<file path="config.mk">
export PLATFORM = sky130hd
export DESIGN_NAME = smpm_top
export DESIGN_NICKNAME = d
export VERILOG_FILES = /design/src/rtl/smpm_pkg.sv /design/src/rtl/smpm_dec_if.sv /design/src/rtl/smpm_top.sv /design/src/rtl/smpm_cmd_decode.sv
export SDC_FILE = /design/constraint.sdc
export NUM_CORES = 1
export LEC_CHECK = 0
export BUFFER_PORTS_ARGS = -buffer_cell sky130_fd_sc_hd__buf_4
export CORE_UTILIZATION = 52
export DETAILED_ROUTE_END_ITERATION = 7
export PLACE_DENSITY = 0.79
export SYNTH_ARGS = -nofsm -noshare
export SYNTH_HDL_FRONTEND = slang
export SYNTH_SLANG_ARGS = --single-unit
</file>
<file path="constraint.sdc">
create_clock -name clk_sys -period 2.8 [get_ports clk_sys]
set_input_delay 0.14 -clock clk_sys [delete_from_list [all_inputs] [get_ports clk_sys]]
set_output_delay 0.14 -clock clk_sys [all_outputs]
set_load 0.1 [all_outputs]
</file>
<file path="src/rtl/smpm_pkg.sv">
// Constants and types shared by the power-management capability and request logic.
package smpm_pkg;
	// ========================================================
	// Capability header
	localparam logic [7:0]  CAP_ID          = 8'h08;
	localparam logic [4:0]  CAP_TYPE        = 5'h1C;
	localparam int          HDR_ID_LSB      = 0;
	localparam int          HDR_PTR_LSB     = 8;
	localparam int          HDR_IDX_LSB     = 16;
	localparam int          HDR_TYPE_LSB    = 27;
	localparam logic        SEL_HEADER      = 1'h0;
	localparam logic        SEL_DATA_PORT   = 1'h1;

	// ========================================================
	// Indirect register indices
	localparam logic [7:0]  IDX_FEATURE     = 8'h00;
	localparam logic [7:0]  IDX_FREQ        = 8'h01;
	localparam logic [7:0]  IDX_REFRESH     = 8'h02;

	// ========================================================
	// Feature configuration fields
	localparam int          EN_LSB          = 16;
	localparam int          SUP_FREQ_BIT    = 3;
	localparam logic [5:0]  EN_WARM_MASK    = 6'h23;
	localparam logic [5:0]  FEATURE_RST     = 6'h00;
	localparam logic [15:0] FREQ_RST        = 16'h0000;
	localparam int          INT_LSB         = 6;
	localparam logic [11:0] REFRESH_RST     = 12'h000;

	// ========================================================
	// Packet formats
	localparam logic [5:0]  CMD_SIZED_WRITE = 6'h29;
	localparam logic [5:0]  CMD_BROADCAST   = 6'h3A;
	localparam logic [3:0]  UP_LAST_BT      = 4'hB;
	localparam logic [2:0]  RX_LAST_BT      = 3'h7;

	// ========================================================
	// Command classes and code points
	typedef enum logic [2:0] {
		CLS_RSV  = 3'b000,
		CLS_X86  = 3'b001,
		CLS_SHUT = 3'b010,
		CLS_HALT = 3'b011,
		CLS_INTX = 3'b100,
		CLS_INTP = 3'b101,
		CLS_VEND = 3'b110,
		CLS_CENTRAL_LINK_MANAGER = 3'b111
	} smpm_cls_type;
	localparam logic [7:0]  CMDH_RSV        = 8'h00;
	localparam logic [7:0]  CMDH_SHUT       = 8'h04;
	localparam logic [7:0]  CMDH_HALT       = 8'h05;
	localparam logic [7:0]  CMDH_INTX       = 8'h0B;
	localparam logic [11:0] CMD_INTP        = 12'h0E0;
	localparam logic [11:0] CMD_X86_E1      = 12'h0E1;
	localparam logic [11:0] CMD_VEND_LO     = 12'h0E2;
	localparam logic [11:0] CMD_VEND_HI     = 12'h0FF;
	localparam logic [4:0]  CMDH_CENTRAL_LINK_MANAGER       = 5'h02;
	localparam logic [11:0] CMD_X86_TOP     = 12'h2FF;
endpackage : smpm_pkg

</file>
<file path="src/rtl/smpm_dec_if.sv">
// Interface carrying a system-management command to its decoder and the class back.
`timescale 1ns/1ps
`default_nettype none
interface smpm_dec_if;
	logic [11:0]                 cmd;
	smpm_pkg::smpm_cls_type      cls;
	modport requester (output cmd, input cls);
	modport decoder   (input cmd, output cls);
endinterface : smpm_dec_if
`default_nettype wire

</file>
<file path="src/rtl/smpm_top.sv">
// Power-management capability registers and system-management request framing.
`timescale 1ns/1ps
`default_nettype none
// Overview of operation
// Header identifier field reads the fixed link capability value.
// Next pointer reads the following capability location, zero when last.
// Data port reads and writes the indirect register chosen by index.
// Capability type field reads the five-bit power-management pattern.
// Register 0 exists; enables without matching support bit are reserved.
// Bit 21 disconnected-lane refresh enable, read-write, warm reset clears.
// Bit 20 inactive-lane refresh enable, read-write, only cold reset clears.
// Bit 19 frequency override enable, read-write, cold reset clears.
// Bit 18 width override enable, read-write, cold reset clears.
// Bits 17 and 16 disconnect and configuration enables, warm reset clears.
// Bits 5:0 are read-only support flags; frequency support brings register 1.
// Register 1 is a 16-bit allowed-frequency mask, warm reset clears.
// Register 2 bits 11:6 give longest disconnected time before refresh.
// Register 2 bits 5:0 give shortest refresh length, warm reset clears.
// Upstream requests are posted sized writes with zero count, masks, flags.
// Command bits go in bit-times 4 and 5, address in 6 and 7.
// Downstream requests are broadcasts recognised by system-management address.
// The full twelve-bit command is decoded.
// Shutdown and halt patterns decode as special cycles with free low bits.
// Interrupt wire commands select wire by bits 3:2, level by bit 1.
// One exact value is interrupt-pending; the range above is vendor wires.
// Issuers send management or reserved codes only when software enabled; the upstream framer sends any req_cmd without checking an enable.
// Reserved commands are ignored; every packet is forwarded unaltered.
module smpm_top #(
	parameter logic [7:0]  NEXT_PTR    = 8'h00,
	parameter logic [5:0]  SUPPORT     = 6'h3F,
	parameter logic [15:0] SYSMGT_BASE = 16'h0000
) (
	input  wire logic        clk_sys,
	input  wire logic        rst_b,
	input  wire logic        warm_rst_b,
	input  wire logic        cfg_req,
	input  wire logic        cfg_wr,
	input  wire logic        cfg_sel,
	input  wire logic [3:0]  cfg_be,
	input  wire logic [31:0] cfg_wdata,
	output logic             cfg_ack_ff,
	output logic [31:0]      cfg_rdata_ff,
	input  wire logic        rx_valid,
	input  wire logic        rx_sop,
	input  wire logic [7:0]  rx_byte,
	output logic             fwd_valid_ff,
	output logic             fwd_sop_ff,
	output logic [7:0]       fwd_byte_ff,
	input  wire logic        req_valid,
	input  wire logic [11:0] req_cmd,
	input  wire logic [4:0]  req_unit,
	output logic             req_ready_ff,
	output logic             up_valid_ff,
	output logic             up_sop_ff,
	output logic [7:0]       up_byte_ff,
	output logic             sm_event_ff,
	output logic [11:0]      sm_cmd_ff,
	output logic             shutdown_ff,
	output logic             halt_ff,
	output logic [3:0]       intx_wire_ff,
	output logic             int_pending_ff,
	output logic             vendor_vw_ff,
	output logic             legacy_cmd_ff,
	output logic             central_link_manager_cmd_ff,
	output logic [5:0]       feature_en_ff,
	output logic [15:0]      allowed_freq_mask_ff,
	output logic [11:0]      refresh_cfg_ff
);
	// ========================================================
	// Functions
	// Merges written bytes into a register word under the byte enables.
	function automatic logic [31:0] be_merge(
		input logic [31:0] old_word,
		input logic [31:0] new_word,
		input logic [3:0]  be
	);
		logic [31:0] res;
		res = old_word;
		for (int i = 0; i < 4; i++) begin
			if (be[i]) begin
				res[i*8 +: 8] = new_word[i*8 +: 8];
			end
		end
		return res;
	endfunction : be_merge

	// ========================================================
	// Declarations
	logic [7:0]   index_ff;
	logic [31:0]  nxt_rdata;
	logic [31:0]  feature_word;
	logic [31:0]  freq_word;
	logic [31:0]  refresh_word;
	logic [31:0]  wr_feature;
	logic [31:0]  wr_freq;
	logic [31:0]  wr_refresh;
	logic [5:0]   en_wmask;
	logic         freq_present;
	logic         dp_wr;
	logic [2:0]   rx_cnt_ff;
	logic         rx_busy_ff;
	logic [5:0]   rx_code_ff;
	logic [11:0]  rx_cmd_ff;
	logic [15:0]  rx_addr_ff;
	logic         rx_done_ff;
	logic         rx_take;
	logic         sm_hit;
	logic [3:0]   up_cnt_ff;
	logic         up_busy_ff;
	logic [11:0]  up_cmd_ff;
	logic [4:0]   up_unit_ff;
	logic [7:0]   nxt_up_byte;
	smpm_dec_if   dec_bus ();

	// ========================================================
	// Register views
	// Enable bits without a matching support flag stay at zero and ignore writes.
	assign en_wmask     = SUPPORT;
	assign freq_present = SUPPORT[smpm_pkg::SUP_FREQ_BIT];
	assign feature_word = {10'h000, feature_en_ff, 10'h000, SUPPORT};
	assign freq_word    = freq_present ? {16'h0000, allowed_freq_mask_ff} : 32'h0000_0000;
	assign refresh_word = {20'h0_0000, refresh_cfg_ff};
	assign dp_wr        = cfg_req && cfg_wr && (cfg_sel == smpm_pkg::SEL_DATA_PORT);
	assign wr_feature   = be_merge(feature_word, cfg_wdata, cfg_be);
	assign wr_freq      = be_merge(freq_word, cfg_wdata, cfg_be);
	assign wr_refresh   = be_merge(refresh_word, cfg_wdata, cfg_be);

	// Read data: header dword or the indirect register named by the index.
	always_comb begin
		nxt_rdata = 32'h0000_0000;
		if (cfg_sel == smpm_pkg::SEL_HEADER) begin
			nxt_rdata[smpm_pkg::HDR_ID_LSB +: 8]   = smpm_pkg::CAP_ID;
			nxt_rdata[smpm_pkg::HDR_PTR_LSB +: 8]  = NEXT_PTR;
			nxt_rdata[smpm_pkg::HDR_IDX_LSB +: 8]  = index_ff;
			nxt_rdata[smpm_pkg::HDR_TYPE_LSB +: 5] = smpm_pkg::CAP_TYPE;
		end else begin
			case (index_ff)
				smpm_pkg::IDX_FEATURE: begin
					nxt_rdata = feature_word;
				end
				smpm_pkg::IDX_FREQ: begin
					nxt_rdata = freq_word;
				end
				smpm_pkg::IDX_REFRESH: begin
					nxt_rdata = refresh_word;
				end
				default: begin
					nxt_rdata = 32'h0000_0000;
				end
			endcase
		end
	end

	// ========================================================
	// Configuration access answer
	// Every request is answered one edge later with registered read data.
	always_ff @(posedge clk_sys or negedge rst_b) begin
		if (!rst_b) begin
			cfg_ack_ff   <= 1'b0;
			cfg_rdata_ff <= 32'h0000_0000;
		end else begin
			cfg_ack_ff   <= cfg_req;
			cfg_rdata_ff <= cfg_req && !cfg_wr ? nxt_rdata : 32'h0000_0000;
		end
	end

	// Index byte of the header, held across warm reset with the other index state.
	always_ff @(posedge clk_sys or negedge rst_b) begin
		if (!rst_b) begin
			index_ff <= 8'h00;
		end else if (cfg_req && cfg_wr && cfg_sel == smpm_pkg::SEL_HEADER && cfg_be[2]) begin
			index_ff <= cfg_wdata[smpm_pkg::HDR_IDX_LSB +: 8];
		end
	end

	// ========================================================
	// Feature enables
	// Warm reset clears bits 21, 17 and 16; bits 20 to 18 survive it.
	always_ff @(posedge clk_sys or negedge rst_b) begin
		if (!rst_b) begin
			feature_en_ff <= smpm_pkg::FEATURE_RST;
		end else if (!warm_rst_b) begin
			feature_en_ff <= feature_en_ff & ~smpm_pkg::EN_WARM_MASK;
		end else if (dp_wr && index_ff == smpm_pkg::IDX_FEATURE) begin
			feature_en_ff <= wr_feature[smpm_pkg::EN_LSB +: 6] & en_wmask;
		end
	end

	// Allowed frequency mask; absent when frequency change is unsupported.
	always_ff @(posedge clk_sys or negedge rst_b) begin
		if (!rst_b) begin
			allowed_freq_mask_ff <= smpm_pkg::FREQ_RST;
		end else if (!warm_rst_b) begin
			allowed_freq_mask_ff <= smpm_pkg::FREQ_RST;
		end else if (dp_wr && index_ff == smpm_pkg::IDX_FREQ && freq_present) begin
			allowed_freq_mask_ff <= wr_freq[15:0];
		end
	end

	// Refresh interval (11:6) and length (5:0), both warm-reset fields.
	always_ff @(posedge clk_sys or negedge rst_b) begin
		if (!rst_b) begin
			refresh_cfg_ff <= smpm_pkg::REFRESH_RST;
		end else if (!warm_rst_b) begin
			refresh_cfg_ff <= smpm_pkg::REFRESH_RST;
		end else if (dp_wr && index_ff == smpm_pkg::IDX_REFRESH) begin
			refresh_cfg_ff <= wr_refresh[11:0];
		end
	end

	// ========================================================
	// Downstream receive
	// Every received bit-time is passed on untouched, one cycle later.
	always_ff @(posedge clk_sys or negedge rst_b) begin
		if (!rst_b) begin
			fwd_valid_ff <= 1'b0;
			fwd_sop_ff   <= 1'b0;
			fwd_byte_ff  <= 8'h00;
		end else begin
			fwd_valid_ff <= rx_valid;
			fwd_sop_ff   <= rx_valid && rx_sop;
			fwd_byte_ff  <= rx_valid ? rx_byte : 8'h00;
		end
	end

	assign rx_take = rx_valid && (rx_sop || rx_busy_ff);

	// Bit-time counter; a fresh start of packet always restarts the count.
	always_ff @(posedge clk_sys or negedge rst_b) begin
		if (!rst_b) begin
			rx_cnt_ff  <= 3'h0;
			rx_busy_ff <= 1'b0;
		end else if (rx_valid && rx_sop) begin
			rx_cnt_ff  <= 3'h1;
			rx_busy_ff <= 1'b1;
		end else if (rx_take) begin
			rx_cnt_ff  <= rx_cnt_ff + 3'h1;
			rx_busy_ff <= rx_cnt_ff != smpm_pkg::RX_LAST_BT;
		end
	end

	// Field capture in the bit-time layout of the request packet.
	always_ff @(posedge clk_sys or negedge rst_b) begin
		if (!rst_b) begin
			rx_code_ff <= 6'h00;
			rx_cmd_ff  <= 12'h000;
			rx_addr_ff <= 16'h0000;
		end else if (rx_take) begin
			case (rx_sop ? 3'h0 : rx_cnt_ff)
				3'h0: begin
					rx_code_ff <= rx_byte[5:0];
				end
				3'h4: begin
					rx_cmd_ff[7:0] <= rx_byte;
				end
				3'h5: begin
					rx_cmd_ff[11:8] <= rx_byte[3:0];
				end
				3'h6: begin
					rx_addr_ff[7:0] <= rx_byte;
				end
				3'h7: begin
					rx_addr_ff[15:8] <= rx_byte;
				end
				default: begin
					rx_code_ff <= rx_code_ff;
				end
			endcase
		end
	end

	// Marks the cycle after the last bit-time, when all fields are present.
	always_ff @(posedge clk_sys or negedge rst_b) begin
		if (!rst_b) begin
			rx_done_ff <= 1'b0;
		end else begin
			rx_done_ff <= rx_take && !rx_sop && rx_cnt_ff == smpm_pkg::RX_LAST_BT;
		end
	end

	// A broadcast aimed at exactly the system-management address is a request.
	assign sm_hit = rx_done_ff && rx_code_ff == smpm_pkg::CMD_BROADCAST
		&& rx_addr_ff == SYSMGT_BASE;

	assign dec_bus.cmd = rx_cmd_ff;

	smpm_cmd_decode u_decode (
		.dec (dec_bus.decoder)
	);

	// ========================================================
	// Command effects
	// Reserved codes raise nothing; management codes raise the manager pulse only when configuration is enabled.
	always_ff @(posedge clk_sys or negedge rst_b) begin
		if (!rst_b) begin
			sm_event_ff    <= 1'b0;
			sm_cmd_ff      <= 12'h000;
			shutdown_ff    <= 1'b0;
			halt_ff        <= 1'b0;
			int_pending_ff <= 1'b0;
			vendor_vw_ff   <= 1'b0;
			legacy_cmd_ff  <= 1'b0;
			central_link_manager_cmd_ff    <= 1'b0;
		end else begin
			sm_event_ff    <= sm_hit && dec_bus.cls != smpm_pkg::CLS_RSV;
			sm_cmd_ff      <= sm_hit ? rx_cmd_ff : sm_cmd_ff;
			shutdown_ff    <= sm_hit && dec_bus.cls == smpm_pkg::CLS_SHUT;
			halt_ff        <= sm_hit && dec_bus.cls == smpm_pkg::CLS_HALT;
			int_pending_ff <= sm_hit && dec_bus.cls == smpm_pkg::CLS_INTP;
			vendor_vw_ff   <= sm_hit && dec_bus.cls == smpm_pkg::CLS_VEND;
			legacy_cmd_ff  <= sm_hit && dec_bus.cls == smpm_pkg::CLS_X86;
			central_link_manager_cmd_ff    <= sm_hit && dec_bus.cls == smpm_pkg::CLS_CENTRAL_LINK_MANAGER
				&& feature_en_ff[0];
		end
	end

	// Virtual interrupt wires follow assert and deassert messages.
	always_ff @(posedge clk_sys or negedge rst_b) begin
		if (!rst_b) begin
			intx_wire_ff <= 4'h0;
		end else if (sm_hit && dec_bus.cls == smpm_pkg::CLS_INTX) begin
			intx_wire_ff[rx_cmd_ff[3:2]] <= rx_cmd_ff[1];
		end
	end

	// ========================================================
	// Upstream request framing
	// A request is taken while ready; ready drops for the twelve bit-times sent.
	always_ff @(posedge clk_sys or negedge rst_b) begin
		if (!rst_b) begin
			up_busy_ff   <= 1'b0;
			up_cnt_ff    <= 4'h0;
			up_cmd_ff    <= 12'h000;
			up_unit_ff   <= 5'h00;
			req_ready_ff <= 1'b0;
		end else if (!up_busy_ff && req_valid && req_ready_ff) begin
			up_busy_ff   <= 1'b1;
			up_cnt_ff    <= 4'h0;
			up_cmd_ff    <= req_cmd;
			up_unit_ff   <= req_unit;
			req_ready_ff <= 1'b0;
		end else if (up_busy_ff) begin
			up_cnt_ff    <= up_cnt_ff + 4'h1;
			up_busy_ff   <= up_cnt_ff != smpm_pkg::UP_LAST_BT;
			req_ready_ff <= 1'b0;
		end else begin
			req_ready_ff <= 1'b1;
		end
	end

	// Bit-time contents; count, masks, chain and data error are all zero.
	always_comb begin
		case (up_cnt_ff)
			4'h0: begin
				nxt_up_byte = {2'b00, smpm_pkg::CMD_SIZED_WRITE};
			end
			4'h1: begin
				nxt_up_byte = {3'b000, up_unit_ff};
			end
			4'h4: begin
				nxt_up_byte = up_cmd_ff[7:0];
			end
			4'h5: begin
				nxt_up_byte = {4'h0, up_cmd_ff[11:8]};
			end
			4'h6: begin
				nxt_up_byte = SYSMGT_BASE[7:0];
			end
			4'h7: begin
				nxt_up_byte = SYSMGT_BASE[15:8];
			end
			default: begin
				nxt_up_byte = 8'h00;
			end
		endcase
	end

	// Registered transmit bit-time stream.
	always_ff @(posedge clk_sys or negedge rst_b) begin
		if (!rst_b) begin
			up_valid_ff <= 1'b0;
			up_sop_ff   <= 1'b0;
			up_byte_ff  <= 8'h00;
		end else begin
			up_valid_ff <= up_busy_ff;
			up_sop_ff   <= up_busy_ff && up_cnt_ff == 4'h0;
			up_byte_ff  <= up_busy_ff ? nxt_up_byte : 8'h00;
		end
	end
endmodule : smpm_top
`default_nettype wire

</file>
<file path="src/rtl/smpm_cmd_decode.sv">
// Combinational classifier of the twelve-bit system-management command.
`timescale 1ns/1ps
`default_nettype none
module smpm_cmd_decode (
	smpm_dec_if.decoder dec
);
	// ========================================================
	// Classification
	// All twelve bits take part, so newer code points never alias older ones.
	always_comb begin
		if (dec.cmd[11:4] == smpm_pkg::CMDH_RSV) begin
			dec.cls = smpm_pkg::CLS_RSV;
		end else if (dec.cmd[11:4] == smpm_pkg::CMDH_SHUT) begin
			dec.cls = smpm_pkg::CLS_SHUT;
		end else if (dec.cmd[11:4] == smpm_pkg::CMDH_HALT) begin
			dec.cls = smpm_pkg::CLS_HALT;
		end else if (dec.cmd[11:4] == smpm_pkg::CMDH_INTX) begin
			dec.cls = smpm_pkg::CLS_INTX;
		end else if (dec.cmd == smpm_pkg::CMD_INTP) begin
			dec.cls = smpm_pkg::CLS_INTP;
		end else if (dec.cmd == smpm_pkg::CMD_X86_E1) begin
			dec.cls = smpm_pkg::CLS_X86;
		end else if (dec.cmd >= smpm_pkg::CMD_VEND_LO && dec.cmd <= smpm_pkg::CMD_VEND_HI) begin
			dec.cls = smpm_pkg::CLS_VEND;
		end else if (dec.cmd[11:7] == smpm_pkg::CMDH_CENTRAL_LINK_MANAGER) begin
			dec.cls = smpm_pkg::CLS_CENTRAL_LINK_MANAGER;
		end else if (dec.cmd <= smpm_pkg::CMD_X86_TOP) begin
			dec.cls = smpm_pkg::CLS_X86;
		end else begin
			dec.cls = smpm_pkg::CLS_RSV;
		end
	end
endmodule : smpm_cmd_decode
`default_nettype wire

</file>
# Word-level counts from Yosys, hierarchy flattened
# Cells that the tools add are included.
dict set report totals {
  word_cells 168
  ram_bits 0
  input_bits 70
  register_bits 180
  latch_bits 0
  romBits 0
  n_memories 0
}
dict set report classes {
  div_mod_pow 0
  n_reduce_logical 51
  addsub 2
  eq_ne 32
  shift 0
  n_mux 40
  order_cmp 5
  mul 0
  bitwise_logic 1
}
# op count
set ops {}
lappend ops {{22-bit case mux with 3 select lines} 1}
lappend ops {{3-bit 2-to-1 mux} 11}
lappend ops {{16-bit 2-to-1 mux} 2}
lappend ops {{32-bit 2-to-1 mux} 1}
lappend ops {{8-bit 2-to-1 mux} 4}
lappend ops {{8-bit case mux with 4 select lines} 1}
lappend ops {{1-bit logical AND} 28}
lappend ops {{3-bit == test (second input constant)} 9}
lappend ops {{12-bit by 8-bit == test with 1-bit output (second input constant)} 2}
lappend ops {{12-bit 2-to-1 mux} 2}
lappend ops {{24-bit 2-to-1 mux} 1}
lappend ops {{2-bit AND reduction} 10}
lappend ops {{6-bit 2-to-1 mux} 3}
lappend ops {{8-bit by 3-bit == test with 1-bit output (second input constant)} 2}
lappend ops {{16-bit zero test} 1}
lappend ops {{8-bit zero test} 2}
lappend ops {{12-bit by 8-bit >= comparator with 1-bit output (second input constant)} 1}
lappend ops {{12-bit by 10-bit <= comparator with 1-bit output (second input constant)} 1}
lappend ops {{12-bit by 8-bit <= comparator with 1-bit output (second input constant)} 1}
lappend ops {{4-bit 2-to-1 mux} 3}
lappend ops {{2-bit by 1-bit inequality test with 1-bit output (second input constant)} 6}
lappend ops {{4-bit by 3-bit == test with 1-bit output (second input constant)} 2}
lappend ops {{8-bit by 1-bit == test with 1-bit output (second input constant)} 1}
lappend ops {{8-bit by 2-bit == test with 1-bit output (second input constant)} 1}
lappend ops {{other kinds (24)} 35}

# Longest topological paths before layout
# Gate-level depths: netlist of run 1.
dict set report logic_depth {
  ltp_word 13
  mapped_depth 8
}

# Modules after synthesis
# A second synthesis of run 1 with hierarchy kept.
dict set report unflattened {
  hier_cells 558
  hier_area_um2 7146.9
}
# mod seq_area_each_um2 area_each_um2 cells_per_inst n_inst
set by_module_without_submodules {}
lappend by_module_without_submodules {smpm_top 4329.2 7030.5 539 1}
lappend by_module_without_submodules {smpm_cmd_decode 0.0 116.4 19 1}

# Least setup slack after synthesis of run 1
# OpenSTA, ideal clock, no wires.
dict set report synth_path {
  path_type {register to register}
  start {register req_ready_ff}
  end {register up_cmd_ff[10]}
  path_buffers 2
  arrival_time_ps 2005
  path_slack_ps 670
  stages_incl_launch_ff 5
  path_cell_list {dfrtp_1 -> nand3b_1 -> clkbuf_1 -> clkbuf_1 -> mux2_2}
}
dict set report synth_via {
  elab_chain_cells 1
}
# item line_no
set synth_rtl {}
lappend synth_rtl {{start: declaration} smpm_top.sv:52} ;# output logic req_ready_ff,
lappend synth_rtl {{start signal: assignment} smpm_top.sv:335} ;# req_ready_ff <= 1'b0;
lappend synth_rtl {{start signal: assignment} smpm_top.sv:341} ;# req_ready_ff <= 1'b0;
lappend synth_rtl {{start signal: assignment} smpm_top.sv:345} ;# req_ready_ff <= 1'b0;
lappend synth_rtl {{1-bit logical AND} smpm_top.sv:336} ;# end else if (!up_busy_ff && req_valid && req_ready_ff) begin
lappend synth_rtl {{end signal: assignment} smpm_top.sv:339} ;# up_cmd_ff <= req_cmd;
lappend synth_rtl {{end: declaration} smpm_top.sv:110} ;# logic [11:0] up_cmd_ff;
# No other way between the ends.
# A chain may end at the register's enable or synchronous reset.

# Final worst setup path of run 1
dict set report layout_path {
  start {register rx_cmd_ff[2], in the netlist dec_bus.cmd[2]}
  end {register intx_wire_ff[1]}
}
dict set report layout_via {
  elab_chain_cells 12
  word_cells_on_any_way 23
  classes_between {order compare (5); eq/ne (3); mux (12); reduce/logical (3)}
}
# item line_no
set layout_rtl {}
lappend layout_rtl {{start: declaration} smpm_top.sv:103} ;# logic [11:0] rx_cmd_ff;
lappend layout_rtl {{start signal: assignment} smpm_top.sv:254} ;# rx_cmd_ff[7:0] <= rx_byte;
lappend layout_rtl {{12-bit by 10-bit <= comparator with 1-bit output} smpm_cmd_decode.sv:27} ;# end else if (dec.cmd <= smpm_pkg::CMD_X86_TOP) begin
lappend layout_rtl {{1-bit 2-to-1 mux} smpm_cmd_decode.sv:27}
lappend layout_rtl {{3-bit 2-to-1 mux} smpm_cmd_decode.sv:25} ;# end else if (dec.cmd[11:7] == smpm_pkg::CMDH_CENTRAL_LINK_MANAGER) begin
lappend layout_rtl {{3-bit 2-to-1 mux} smpm_cmd_decode.sv:23} ;# end else if (dec.cmd >= smpm_pkg::CMD_VEND_LO && dec.cmd <= smpm_pkg::CMD_VEND_HI) begin
lappend layout_rtl {{3-bit 2-to-1 mux} smpm_cmd_decode.sv:21} ;# end else if (dec.cmd == smpm_pkg::CMD_X86_E1) begin
lappend layout_rtl {{3-bit 2-to-1 mux} smpm_cmd_decode.sv:19} ;# end else if (dec.cmd == smpm_pkg::CMD_INTP) begin
lappend layout_rtl {{3-bit 2-to-1 mux} smpm_cmd_decode.sv:17} ;# end else if (dec.cmd[11:4] == smpm_pkg::CMDH_INTX) begin
lappend layout_rtl {{3-bit 2-to-1 mux} smpm_cmd_decode.sv:15} ;# end else if (dec.cmd[11:4] == smpm_pkg::CMDH_HALT) begin
lappend layout_rtl {{3-bit 2-to-1 mux} smpm_cmd_decode.sv:13} ;# end else if (dec.cmd[11:4] == smpm_pkg::CMDH_SHUT) begin
lappend layout_rtl {{3-bit 2-to-1 mux} smpm_cmd_decode.sv:11} ;# if (dec.cmd[11:4] == smpm_pkg::CMDH_RSV) begin
lappend layout_rtl {{3-bit == test} smpm_top.sv:321} ;# end else if (sm_hit && dec_bus.cls == smpm_pkg::CLS_INTX) begin
lappend layout_rtl {{1-bit logical AND} smpm_top.sv:321}
lappend layout_rtl {{end signal: indexed assignment} smpm_top.sv:322} ;# intx_wire_ff[rx_cmd_ff[3:2]] <= rx_cmd_ff[1];
lappend layout_rtl {{end: declaration} smpm_top.sv:60} ;# output logic [3:0] intx_wire_ff,
# Several ways; a longest one is shown, not always the timed one.

==> results summary, run 1 <==
The run finished with clean final reports. The number of iterations in the first detailed-routing pass came out at 4. Averaged over all synthesized cells, the footprint is 12.5 um^2. The synthesized design spends more area on one cell type than any other, namely dfrtp_1. The clock latency reported for the late side of the worst-skew pair is 0.42 ns.

In this run the static leakage power is between 4 and 5 nW. The antenna diode instance count is 0. The startpoint identified for the worst register-to-register timing path is dec_bus.cmd[2]$_DFFE_PN0P_. Counting every instance in the synthesized netlist gives 557. The setup violation total in the final timing report is 0.

The setup slack after placement is around 0.52 ns. Global routing finished with a remaining overflow of 0. The summed negative setup slack over all endpoints is 0 ns. The part of the Yosys area used for sequential elements came out at 0.623. For this configuration, the core starts out at a cell density of 0.542.

In this run the vertical extent of the chip is 118 um. The first-pass GRT wire length is 27,400 um. CTS placed an instance of clkbuf_16 at the clock tree root. The main flop type after synthesis is dfrtp_1. The number of DRC violations after detailed-routing iteration 0 is 323. For this run, the post-layout net count is between 800 and 900. The synthesized design contains 0 enable-type register cells.

Data arrives at the worst endpoint at 2.61 ns. The post-CTS setup-driven buffer insertion count came out at 0. The average routed wire per standard cell came out at around 17 um. TritonCTS built the clock tree.

At the pin with the least slew margin, the transition time is 0.934 ns. The count of H-tree levels built during CTS came out at 4. The min-delay analysis places its worst path in the category in2reg. After layout, the worst setup slack is slightly below 0.5 ns.

The aggregate global-route resource usage is 0.253. The count of nets left with antenna violations once routing finished came out at 0. The classification of the worst setup path is reg2reg. The number of global-route vias before repair is 5,373. The cell area after synthesis came out at 6950 um^2. The count of unresolved DRC violations after routing is 0.

The number of antenna violations at the first check in global routing came out at 0. Hold is met by 0.0125 ns. After synthesis, the largest family of logic cells by area is multiplexers.

The number of cells on the worst hold path came out at 3. Of the total synthesized cell area, the portion taken by AND, OR, NAND and NOR gates is 0.122. Measured against its own limit, the worst slew margin works out to 0.375. The fill cell total of the finished layout came out at 865.

Counting cells, the worst reg-to-reg path comes to 6. The area share of xor/xnor cells in the synthesized design came out at 0.00126. The total of warnings raised by yosys came out at 0. The worst-case clock buffer depth came out at 2. The count of distinct cell types in the synthesized netlist came out at 52. The worst setup path is launched from a flip-flop. After synthesis, the most frequently instantiated cells are dfrtp_1, mux2_2, nand2_1. The number of max-cap violations is 0. The proportion of netlist area held by the largest area contributor came out at 0.623.

The synthesis-to-finish area growth is 36.2%. The HPWL after detailed placement is around 11,000 um. The largest fanout on the critical path came out at 7. In this run, synthesis produced a sequential element count of 173.

The maximum VDD drop came out at roughly 560 uV. The total vias in the final route came out at 5,189. The floorplan core area is 12,800 um^2.

The count of port buffers added during placement is roughly 170. The number of top-level pins came out at about 180. Clock skew on the completed layout was measured at 0.0116 ns. Of the post-synthesis cell area, the part taken by muxes is 0.136.

The share of flip-flops with an asynchronous set or reset is 1.00. In the routed layout, each cell is associated on average with a via count of 5.41. The end point of the most critical hold path is allowed_freq_mask_ff[15]$_DFFE_PN0P_. The number of clock buffers added by TritonCTS is 17.

Setup repair after global routing left no endpoint under its margin. The peak clock frequency supported by timing came out at about 0.43 GHz. The hold violation count in the final report is 0. Power spread over the standard cell area amounts to 845 nW/um^2. The pin count of the biggest net entering global routing is 64.

The register clock-pin slew on the reported worst setup and hold paths came out at 0.07 ns. The weighted congestion at the end of routability-driven global placement came out at 0.818. The smallest clock period supported by the final layout is computed as between 2 and 2.5 ns.

The fraction of final layout cells sized beyond drive strength 1 is 0.362. The critical path data required time is 3.10 ns. Sorting the synthesized cells by area gives the leading types as dfrtp_1, mux2_2, nand2_1. The die outline width is 118 um. The die covers 13,800 um^2. Of the total synthesized cell area, the portion taken by full adders, half adders and majority gates is 0.00901. The total count of max-transition violations in the final report is 0. The compound-gate portion of the synthesized area is 0.0802. The floorplan has 41 rows.

The final critical-path share of the clock period is 0.826. The endpoint of the worst-slack reg-to-reg timing path is intx_wire_ff[1]$_DFFE_PN0P_. The number of clock sinks seen by CTS came out at 173. The internal reg-to-reg setup slack came out at 0.49 ns. By instance count, the leading cell after synthesis is dfrtp_1. The launch point of the worst hold path is cfg_wdata[15]. The final wirelength is 16,400 um. The kind of capture point of the worst setup path is a flip-flop.
-- stage by stage --
| step | util | std cells | cell area (um^2) | power, mW |
|---|---|---|---|---|
| final | 0.738 | 960 | 9460 | 7.99 |
| after global routing | 0.738 | 960 | 9460 | 8.37 |
| after CTS | 0.738 | 960 | 9460 | 8.03 |
| after detailed placement | 0.652 | 878 | 8360 | 5.58 |
| after global placement | 0.652 | 878 | 8360 | 5.47 |
| after floorplan | - | 561 | 6960 | 4.98 |
-- worst max path at each step --
| stage | startpoint | end | slack [ns] | cells past startpoint |
|---|---|---|---|---|
| 2_1_floorplan | req_ready_ff$_DFF_PN0_ | up_cmd_ff[10]$_DFFE_PN0P_ | 0.67 | 4 |
| 3_3_place_gp | dec_bus.cmd[2]$_DFFE_PN0P_ | intx_wire_ff[1]$_DFFE_PN0P_ | 0.60 | 6 |
| 3_5_place_dp | dec_bus.cmd[3]$_DFFE_PN0P_ | intx_wire_ff[2]$_DFFE_PN0P_ | 0.52 | 6 |
| 4_1_cts | dec_bus.cmd[2]$_DFFE_PN0P_ | intx_wire_ff[2]$_DFFE_PN0P_ | 0.49 | 6 |
| 5_1_grt | dec_bus.cmd[3]$_DFFE_PN0P_ | intx_wire_ff[2]$_DFFE_PN0P_ | 0.38 | 6 |
| 6_report | dec_bus.cmd[2]$_DFFE_PN0P_ | intx_wire_ff[1]$_DFFE_PN0P_ | 0.49 | 6 |
-- cells by family after synthesis --
kind of cell,count (synthesis)
flops,173
simple gates,164
compound gates,87
mux,84
buf+inv,42
fa+ha+maj,5
other cells,1
xor+xnor,1
-- flip-flops by register name, indices dropped and copies added (netlist names), 3 cells and up --
name                  flops
cfg_rdata_ff             25
allowed_freq_mask_ff     16
rx_addr_ff               16
dec_bus.cmd              12
refresh_cfg_ff           12
sm_cmd_ff                12
up_cmd_ff                12
fwd_byte_ff               8
index_ff                  8
up_byte_ff                8
feature_en_ff             6
rx_code_ff                6
up_unit_ff                5
intx_wire_ff              4
up_cnt_ff                 4
rx_cnt_ff                 3
-- final cells by class --
cell class,instances,area (um^2),share of cell area
Inverter,15,56.3,0.00595
Clock inverter,11,141,0.0149
Clock buffer,21,460,0.0487
Multi-Input combinational cell,346,2440,0.258
Timing Repair Buffer,222,1820,0.192
Sequential cell,173,4330,0.458
Tap cell,172,215,0.0227
-- where the power goes --
part / switching [mW] / total [mW] / internal (mW)
sequential: 0.435 / 3.40 / 2.97
combinational: 1.42 / 2.22 / 0.800
clock: 0.925 / 2.37 / 1.44
-- critical path: stages (launching register included) --
cell and delay (ns):
dfrtp_1 0.44, or4_1 0.60, o221a_2 0.28, o21ai_2 0.30
nor3b_4 0.09, nand4b_1 0.13, mux2_1 0.33
-- metal layers --
layer,GRT usage,routed length (um),vias to the layer above
met5,0,0,-
met1,0.316,6820,2584
met2,0.430,8430,190
met3,0.0572,791,30
li1,-,-,2385
met4,0.0986,408,0
-- layout by cell type (no fill, tap or decap), types with 4 or more instances in the layout --
cell             n
nand2b_1         4
ha_1             5
nand2_1         54
nor2b_1          8
o21a_1           6
and2_1          20
buf_4          169
nor2_1          28
clkinv_2         4
a22o_1           9
dlygate4sd3_1   50
inv_1           15
mux2_2          78
nand4_1          8
nand3_1         10
dfrtp_1        173
nor4_1           5
a22oi_1          6
a21oi_1         18
conb_1           5
o21ai_0         30
clkbuf_16       17
nor3_1           5
nand4b_1         5
-- what timing repair did --
action	4_1_cts	5_1_grt
hold buffers	50	0
hold endpoints to repair	131	0
gates resized for setup	0	0
No activity file was read; power rests on OpenSTA's default activity.
==> run 2: changes to the inputs <==
Settings changed: CORE_UTILIZATION 52 to 48, PLACE_DENSITY 0.79 to 0.76.
Clock period 2.8 ns to 2 ns, I/O delays scaled along.
==> results summary, run 2 (synthesis gave the netlist of run 1 again) <==
The critical path is of the reg2reg type. Tracing the worst setup path back leads to its startpoint at rx_addr_ff[11]$_DFFE_PN0P_. The relative contribution of sequential cells to total power came out at 0.402.

Leaving out fill and tap cells, the most frequent cells in the layout are buf_4, dfrtp_1, mux2_2. In this run, placement finished with an instance count of approximately 900. The aggregate global-route resource usage is 0.236. The register clock-pin slew on the reported worst setup and hold paths is 0.07 ns. Derived from the worst setup path, the maximum achievable clock frequency is ~0.47 GHz. The post-detailed-route count of antenna-violating nets came out at 0.

After detailed routing, the number of vias per cell comes to around 5.2. The relative contribution of the clock network to total power is 0.301. In the post-route analysis, the smallest setup slack over all paths is -0.116 ns. The critical path goes through nor4_2 > nand4_1 > or3_4 > nor3b_4 > nand4b_1 > mux2_4. The fill cell total of the finished layout is 969. The final critical-path share of the clock period is 1.06. The clock arrives with 0.0104 ns of skew. The number of antenna violations at the first check in global routing came out at 0. The critical path ends at intx_wire_ff[1]$_DFFE_PN0P_. STA classifies the critical path startpoint as a flip-flop.

The analysis attributes to cell leakage a power of ~4.8 nW. The net switching share of the total power came out at 0.349. The first-pass GRT wire length came out at 26,600 um.

The total number of nets in the final design is 877. The antenna diode instance count is 0. The total vias in the final route came out at 5,220. The area growth from synthesis to layout is 41.2%. The number of standard-cell rows in the floorplan is 43. The critical path data required time came out at ~2.3 ns.

The checks that failed: negative setup slack. The number of top-level pins is roughly 180. The utilization after layout is 0.701. The area of all placed cells without fillers came out at 9810 um^2. cfg_rdata_ff holds more flip-flops than any other register.

The cell sitting at the root of the clock tree is a clkbuf_16. The arrival time of the worst setup path came out at about 2.4 ns. STA classifies the critical path endpoint as a flip-flop. The total count of max-transition violations in the final report was 0. The delay of the slowest critical-path stage is 0.44 ns. The number of DRC violations after detailed-routing iteration 0 came out at approximately 260. The internal reg-to-reg setup slack came out at -0.12 ns.

After layout, the minimum clock period comes to roughly 2.1 ns. The flip-flop count of the largest register after layout is 25. The pin count of the biggest net entering global routing is 57.

Setup repair after global routing could not meet its margin everywhere. The most common cell after layout, fill and taps aside is buf_4. The final wirelength is 17,000 um.

The count of H-tree levels built during CTS is 4. The floorplan step defined a die boundary enclosing 15,000 um^2. TritonCTS built the clock tree. The average routed wire per standard cell is 17.1 um.

The overflow left after global routing is 0. The internal power of the cells totals approximately 7.7 mW. Once detailed placement completed, the half-perimeter wirelength came to 11,300 um.

The share of total power dissipated in combinational logic is 0.297. The height of the die came out at 122 um. The number of iterations in the first detailed-routing pass is 4. The clock latency reported for the late side of the worst-skew pair came out at approximately 0.43 ns. The worst hold margin is 0.0440 ns. The setup violation total in the final timing report is 4. At the pin with the least slew margin, the transition time is 0.684 ns.

The count of unresolved DRC violations after routing came out at 0. In this run the power spent charging and discharging nets is 4.11 mW. The path class of the tightest hold or removal check is in2reg. The hold violation count in the final report came out at 0. The weighted congestion at the end of routability-driven global placement is 0.798.

The cell with the biggest individual delay on the critical path is or3_4. The placed standard-cell area came out at 8540 um^2. The fraction of final layout cells sized beyond drive strength 1 is 0.395. The worst register-to-register path ends at intx_wire_ff[1]$_DFFE_PN0P_.

Power spread over the standard cell area amounts to 1200 nW/um^2. The number of clock buffers inserted by TritonCTS came out at 17. The die outline width came out at 122 um. The number of max-cap violations came out at 0. The tightest slew margin relative to the limit came out at 0.542.

In the final layout, the registers with the most flip-flops are cfg_rdata_ff x25, allowed_freq_mask_ff x16, rx_addr_ff x16. The clock passes through at most 2 buffers. The floorplan core area is 14,000 um^2. The depth of the worst register-to-register path came out at 6.

The maximum VDD drop is 754 uV. The startpoint identified for the worst register-to-register timing path is rx_addr_ff[11]$_DFFE_PN0P_. The final cell count without fillers came out at 995. The largest fanout on the critical path came out at 4.

The count of port buffers added during placement came out at about 170. The number of clock sinks seen by CTS is 173. The effective utilization at floorplan came out at 0.497.

The number of global-route vias before repair came out at 5,315. The flow ran to the end, but the final reports show violations.
[run 2: cell types whose count changed in the layout (fill, tap and decap cells not counted), moves of 2 or more]
cell	change
clkinv_2	-3
clkinvlp_4	-2
dlygate4sd3_1	+5
buf_4	+23
mux2_1	-3
nor4_2	+3
clkinv_4	+4
mux2_4	+3
nor4_1	-3
[run 2: metrics by stage]
step | TNS [ns] | worst slack [ns] | power [mW]
6_report | -0.334 | -0.116 | 11.8
5_1_grt | -0.607 | -0.171 | 12.3
4_1_cts | -0.241 | -0.0873 | 11.7
3_5_place_dp | -0.668 | -0.170 | 8.07
3_3_place_gp | -0.263 | -0.0863 | 7.93
2_1_floorplan | -0.158 | -0.0585 | 7.02
[run 2: how the worst min path moves through the flow]
stage,cells past startpoint,from,endpoint,slack (ns)
finish,3,cfg_wdata[11],allowed_freq_mask_ff[11]$_DFFE_PN0P_,0.04
global route,3,cfg_wdata[11],allowed_freq_mask_ff[11]$_DFFE_PN0P_,0.05
CTS,3,cfg_wdata[11],refresh_cfg_ff[11]$_DFFE_PN0P_,0.03
detailed placement,1,rst_b,cfg_rdata_ff[10]$_DFF_PN0_,0.1
global placement,1,rst_b,cfg_rdata_ff[8]$_DFF_PN0_,0.09
floorplan,0,rst_b,allowed_freq_mask_ff[0]$_DFFE_PN0P_,-0.20
[run 2: final cells by class]
cell class	instances	area, um^2	area share
clock inverters	12	185	0.0189
multi-input cells	346	2530	0.258
clock buffers	20	457	0.0466
inverters	15	56.3	0.00574
flip-flops and latches	173	4330	0.442
well taps	180	225	0.0230
repair buffers	249	2020	0.206
[run 2: timing repair]
| action | CTS | global route |
|---|---|---|
| hold buffers | 55 | 0 |
| buffers inserted | 0 | 1 |
| pin swaps | 4 | 3 |
| hold endpoints to repair | 157 | 0 |
| endpoints found under the setup margin | 6 | 30 |
| gates resized for setup | 7 | 7 |
[run 2: per-layer routing]
layer | track usage | up-vias | part of all wire | routed length [um]
li1 | - | 2433 | - | -
met1 | 0.282 | 2585 | 0.40 | 6860
met2 | 0.409 | 167 | 0.52 | 8850
met3 | 0.0511 | 35 | 0.051 | 872
met4 | 0.0998 | 0 | 0.025 | 434
met5 | 0 | - | 0 | 0
[run 2: worst max-delay path: cells and delay by family (launching register included)]
kind | cells | cell delay (ns)
muxes | 1 | 0.33
DFF | 1 | 0.39
and+or+nand+nor | 5 | 1.28
[run 2: power groups by stage]
stage	registers [mW]	logic (mW)	clock network, mW
floorplan	5.58	1.44	0
global placement	4.69	3.24	0
detailed placement	4.76	3.32	0
CTS	4.71	3.44	3.59
global route	4.81	3.73	3.76
finish	4.73	3.50	3.54
==> run 3: changes to the inputs <==
Settings changed: BUFFER_PORTS_ARGS -buffer_cell sky130_fd_sc_hd__buf_4 to unset, CORE_UTILIZATION 48 to 52, DONT_BUFFER_PORTS set to 1, PLACE_DENSITY 0.76 to 0.7.
==> results summary, run 3 (synthesis gave the netlist of run 1 again) <==
The run finished, with violations left. The final reports fail on negative hold slack, negative setup slack. Setup repair after global routing could not meet its margin everywhere. The number of top-level pins came out at ~180.

The power density over the cells is 1240 nW/um^2. The height of the die is roughly 120 um. The filler cells instantiated in the layout total 845. The half-perimeter wire length of the detailed placement result is 10,800 um. The effective utilization at floorplan is 0.542. The number of iterations in the first detailed-routing pass came out at 4.

The floorplan core area came out at between 10,000 and 15,000 um^2. The post-detailed-route count of antenna-violating nets is 0. The critical path data required time came out at 2.31 ns. Traced cell by cell, the critical path runs through or4b_1 > or3_4 > nor3b_4 > nand4b_1 > mux2_4. Setup violations remaining at the end of the flow were counted as 4.

The worst pin sits at a relative slew slack of 0.425. Registers take 4330 um^2. The weighted congestion at the end of routability-driven global placement came out at between 0.8 and 0.9. The count of unresolved DRC violations after routing came out at 0.

The transition time at the pin with the least slew margin came out at 0.860 ns. The register with the most flip-flops in the layout has 25 of them. The worst-case clock buffer depth is 2.

The number of standard-cell rows in the floorplan is 41. Of the available clock period, the critical path in the final layout requires 1.07. The aggregate global-route resource usage is 0.247. The number of max-cap violations is 0. The total number of nets in the final design came out at 814. The pin count of the biggest net entering global routing came out at 174. The first-pass GRT wire length came out at 26,800 um. The clock latency reported for the late side of the worst-skew pair came out at 0.43 ns. After layout, the worst setup slack is -0.131 ns. The worst hold path belongs to the class in2async. The peak clock frequency supported by timing came out at 0.469 GHz.

The leakage power is 4.48 nW. The worst setup path is of the reg2reg kind. The die is 118 um wide. The number of clock sinks seen by CTS came out at 173.

For the worst setup path, the data arrival time is 2.44 ns. The die covers between 10,000 and 15,000 um^2. The maximum VDD drop is 765 uV.

The count of port buffers added during placement is 0. The final wirelength is between 15,000 and 20,000 um. The number of clock buffers inserted by TritonCTS came out at 17. The area occupied by multi-input gates came out at 2510 um^2.

The number of antenna violations at the first check in global routing came out at 0. The post-route minimum period came out at 2.13 ns. The setup slack after placement is -0.211 ns. Using the TritonRoute via totals, the vias-per-cell ratio works out to 5.52. The total count of max-transition violations in the final report came out at 0. The worst setup skew after layout is 0.00669 ns. The most common cell after layout, fill and taps aside is dfrtp_1. The top cell types in the final layout, fill and taps aside, are dfrtp_1, buf_4, mux2_2. The count of H-tree levels built during CTS is 4.

The register with the most flip-flops in the final layout is cfg_rdata_ff. Clock-pin slew was measured on the worst setup and hold paths at roughly 0.06 ns. The tightest hold path in the finished design has a slack of -0.632 ns. Summing over every cut layer, the via total after detailed routing is between 5,000 and 6,000.

The delay of the slowest critical-path stage is 0.53 ns. After global routing the overflow that remains totals 0. Compared with the post-synthesis result, the final layout area differs by 34.0%.

The largest fanout on the critical path came out at 4. The fraction of final layout cells sized beyond drive strength 1 came out at 0.342. The number of buffers added to fix hold violations after cts is between 50 and 60. The slowest stage of the critical path belongs to the cell or4b_1. The worst setup path is launched from a flip-flop. The number of antenna diodes in the final layout is 0. The number of global-route vias before repair is 5,256. The tree is rooted in a clkbuf_16. The largest registers in the layout are cfg_rdata_ff x25, allowed_freq_mask_ff x16, rx_addr_ff x16. After layout, the design draws a total of 11.6 mW. Dividing the detail-routed wire length by the instance count gives 17.6 um. STA classifies the critical path endpoint as a flip-flop. The hold violation count in the final report was 177. TritonCTS built the clock tree. After the first detailed-routing iteration, the DRC count stood at ~340.
## run 3: where the power goes
group / switching, mW / leakage (nW) / internal, mW
sequential: 0.513 / 2.27 / 4.16
clock: 1.35 / 0.305 / 2.17
combinational: 2.11 / 1.91 / 1.29
## run 3: worst max-delay path, delay by kind of cell, from the launching register on
kind          cells  cell delay, ns
flops             1            0.39
mux               1            0.32
simple gates      4            1.31
## run 3: final cells by class
| type | count | share of cell area |
|---|---|---|
| flip-flops and latches | 173 | 0.465 |
| well taps | 172 | 0.0231 |
| clock buffers | 20 | 0.0491 |
| multi-input cells | 346 | 0.270 |
| repair buffers | 186 | 0.166 |
| clock inverters | 12 | 0.0199 |
| inverters | 15 | 0.00605 |
## run 3: through the flow
step	std cells	setup TNS [ns]	hold slack (ns)	utilization	instance area, um^2
after floorplan	561	-0.158	-0.196	-	6980
after global placement	835	-0.364	-0.192	0.627	8040
after detailed placement	835	-0.878	-0.192	0.627	8040
after CTS	923	-0.364	-0.646	0.722	9260
after global routing	924	-0.791	-0.652	0.726	9310
final	924	-0.400	-0.632	0.726	9310
## run 3: worst paths after layout
check,from,depth (start not counted),end,slack [ns]
max in group asynchronous,rst_b,0,rx_addr_ff[4]$_DFFE_PN0P_,2.47
min in group clk_sys,warm_rst_b,3,allowed_freq_mask_ff[14]$_DFFE_PN0P_,0
worst min register to register,allowed_freq_mask_ff[15]$_DFFE_PN0P_,1,cfg_rdata_ff[15]$_DFF_PN0_,0.49
worst max-delay path,rx_addr_ff[1]$_DFFE_PN0P_,5,intx_wire_ff[2]$_DFFE_PN0P_,-0.13
worst max register to register,rx_addr_ff[1]$_DFFE_PN0P_,5,intx_wire_ff[2]$_DFFE_PN0P_,-0.13
worst min-delay path,rst_b,0,cfg_rdata_ff[30]$_DFF_PN0_,-0.63
## run 3: what timing repair did
| item | 4_1_cts | 5_1_grt |
|---|---|---|
| resized for setup | 4 | 10 |
| endpoints found under the setup margin | 18 | 38 |
| pin swaps | 0 | 4 |
| buffers inserted | 0 | 1 |
| endpoints found under the hold margin | 286 | 173 |
## run 3: routing by layer
metal | vias to the layer above | global-route usage | wire [um]
met4 | 0 | 0.112 | 509
met3 | 45 | 0.0635 | 928
met5 | - | 0 | 0
met1 | 2565 | 0.300 | 6550
met2 | 172 | 0.416 | 8310
li1 | 2314 | - | -
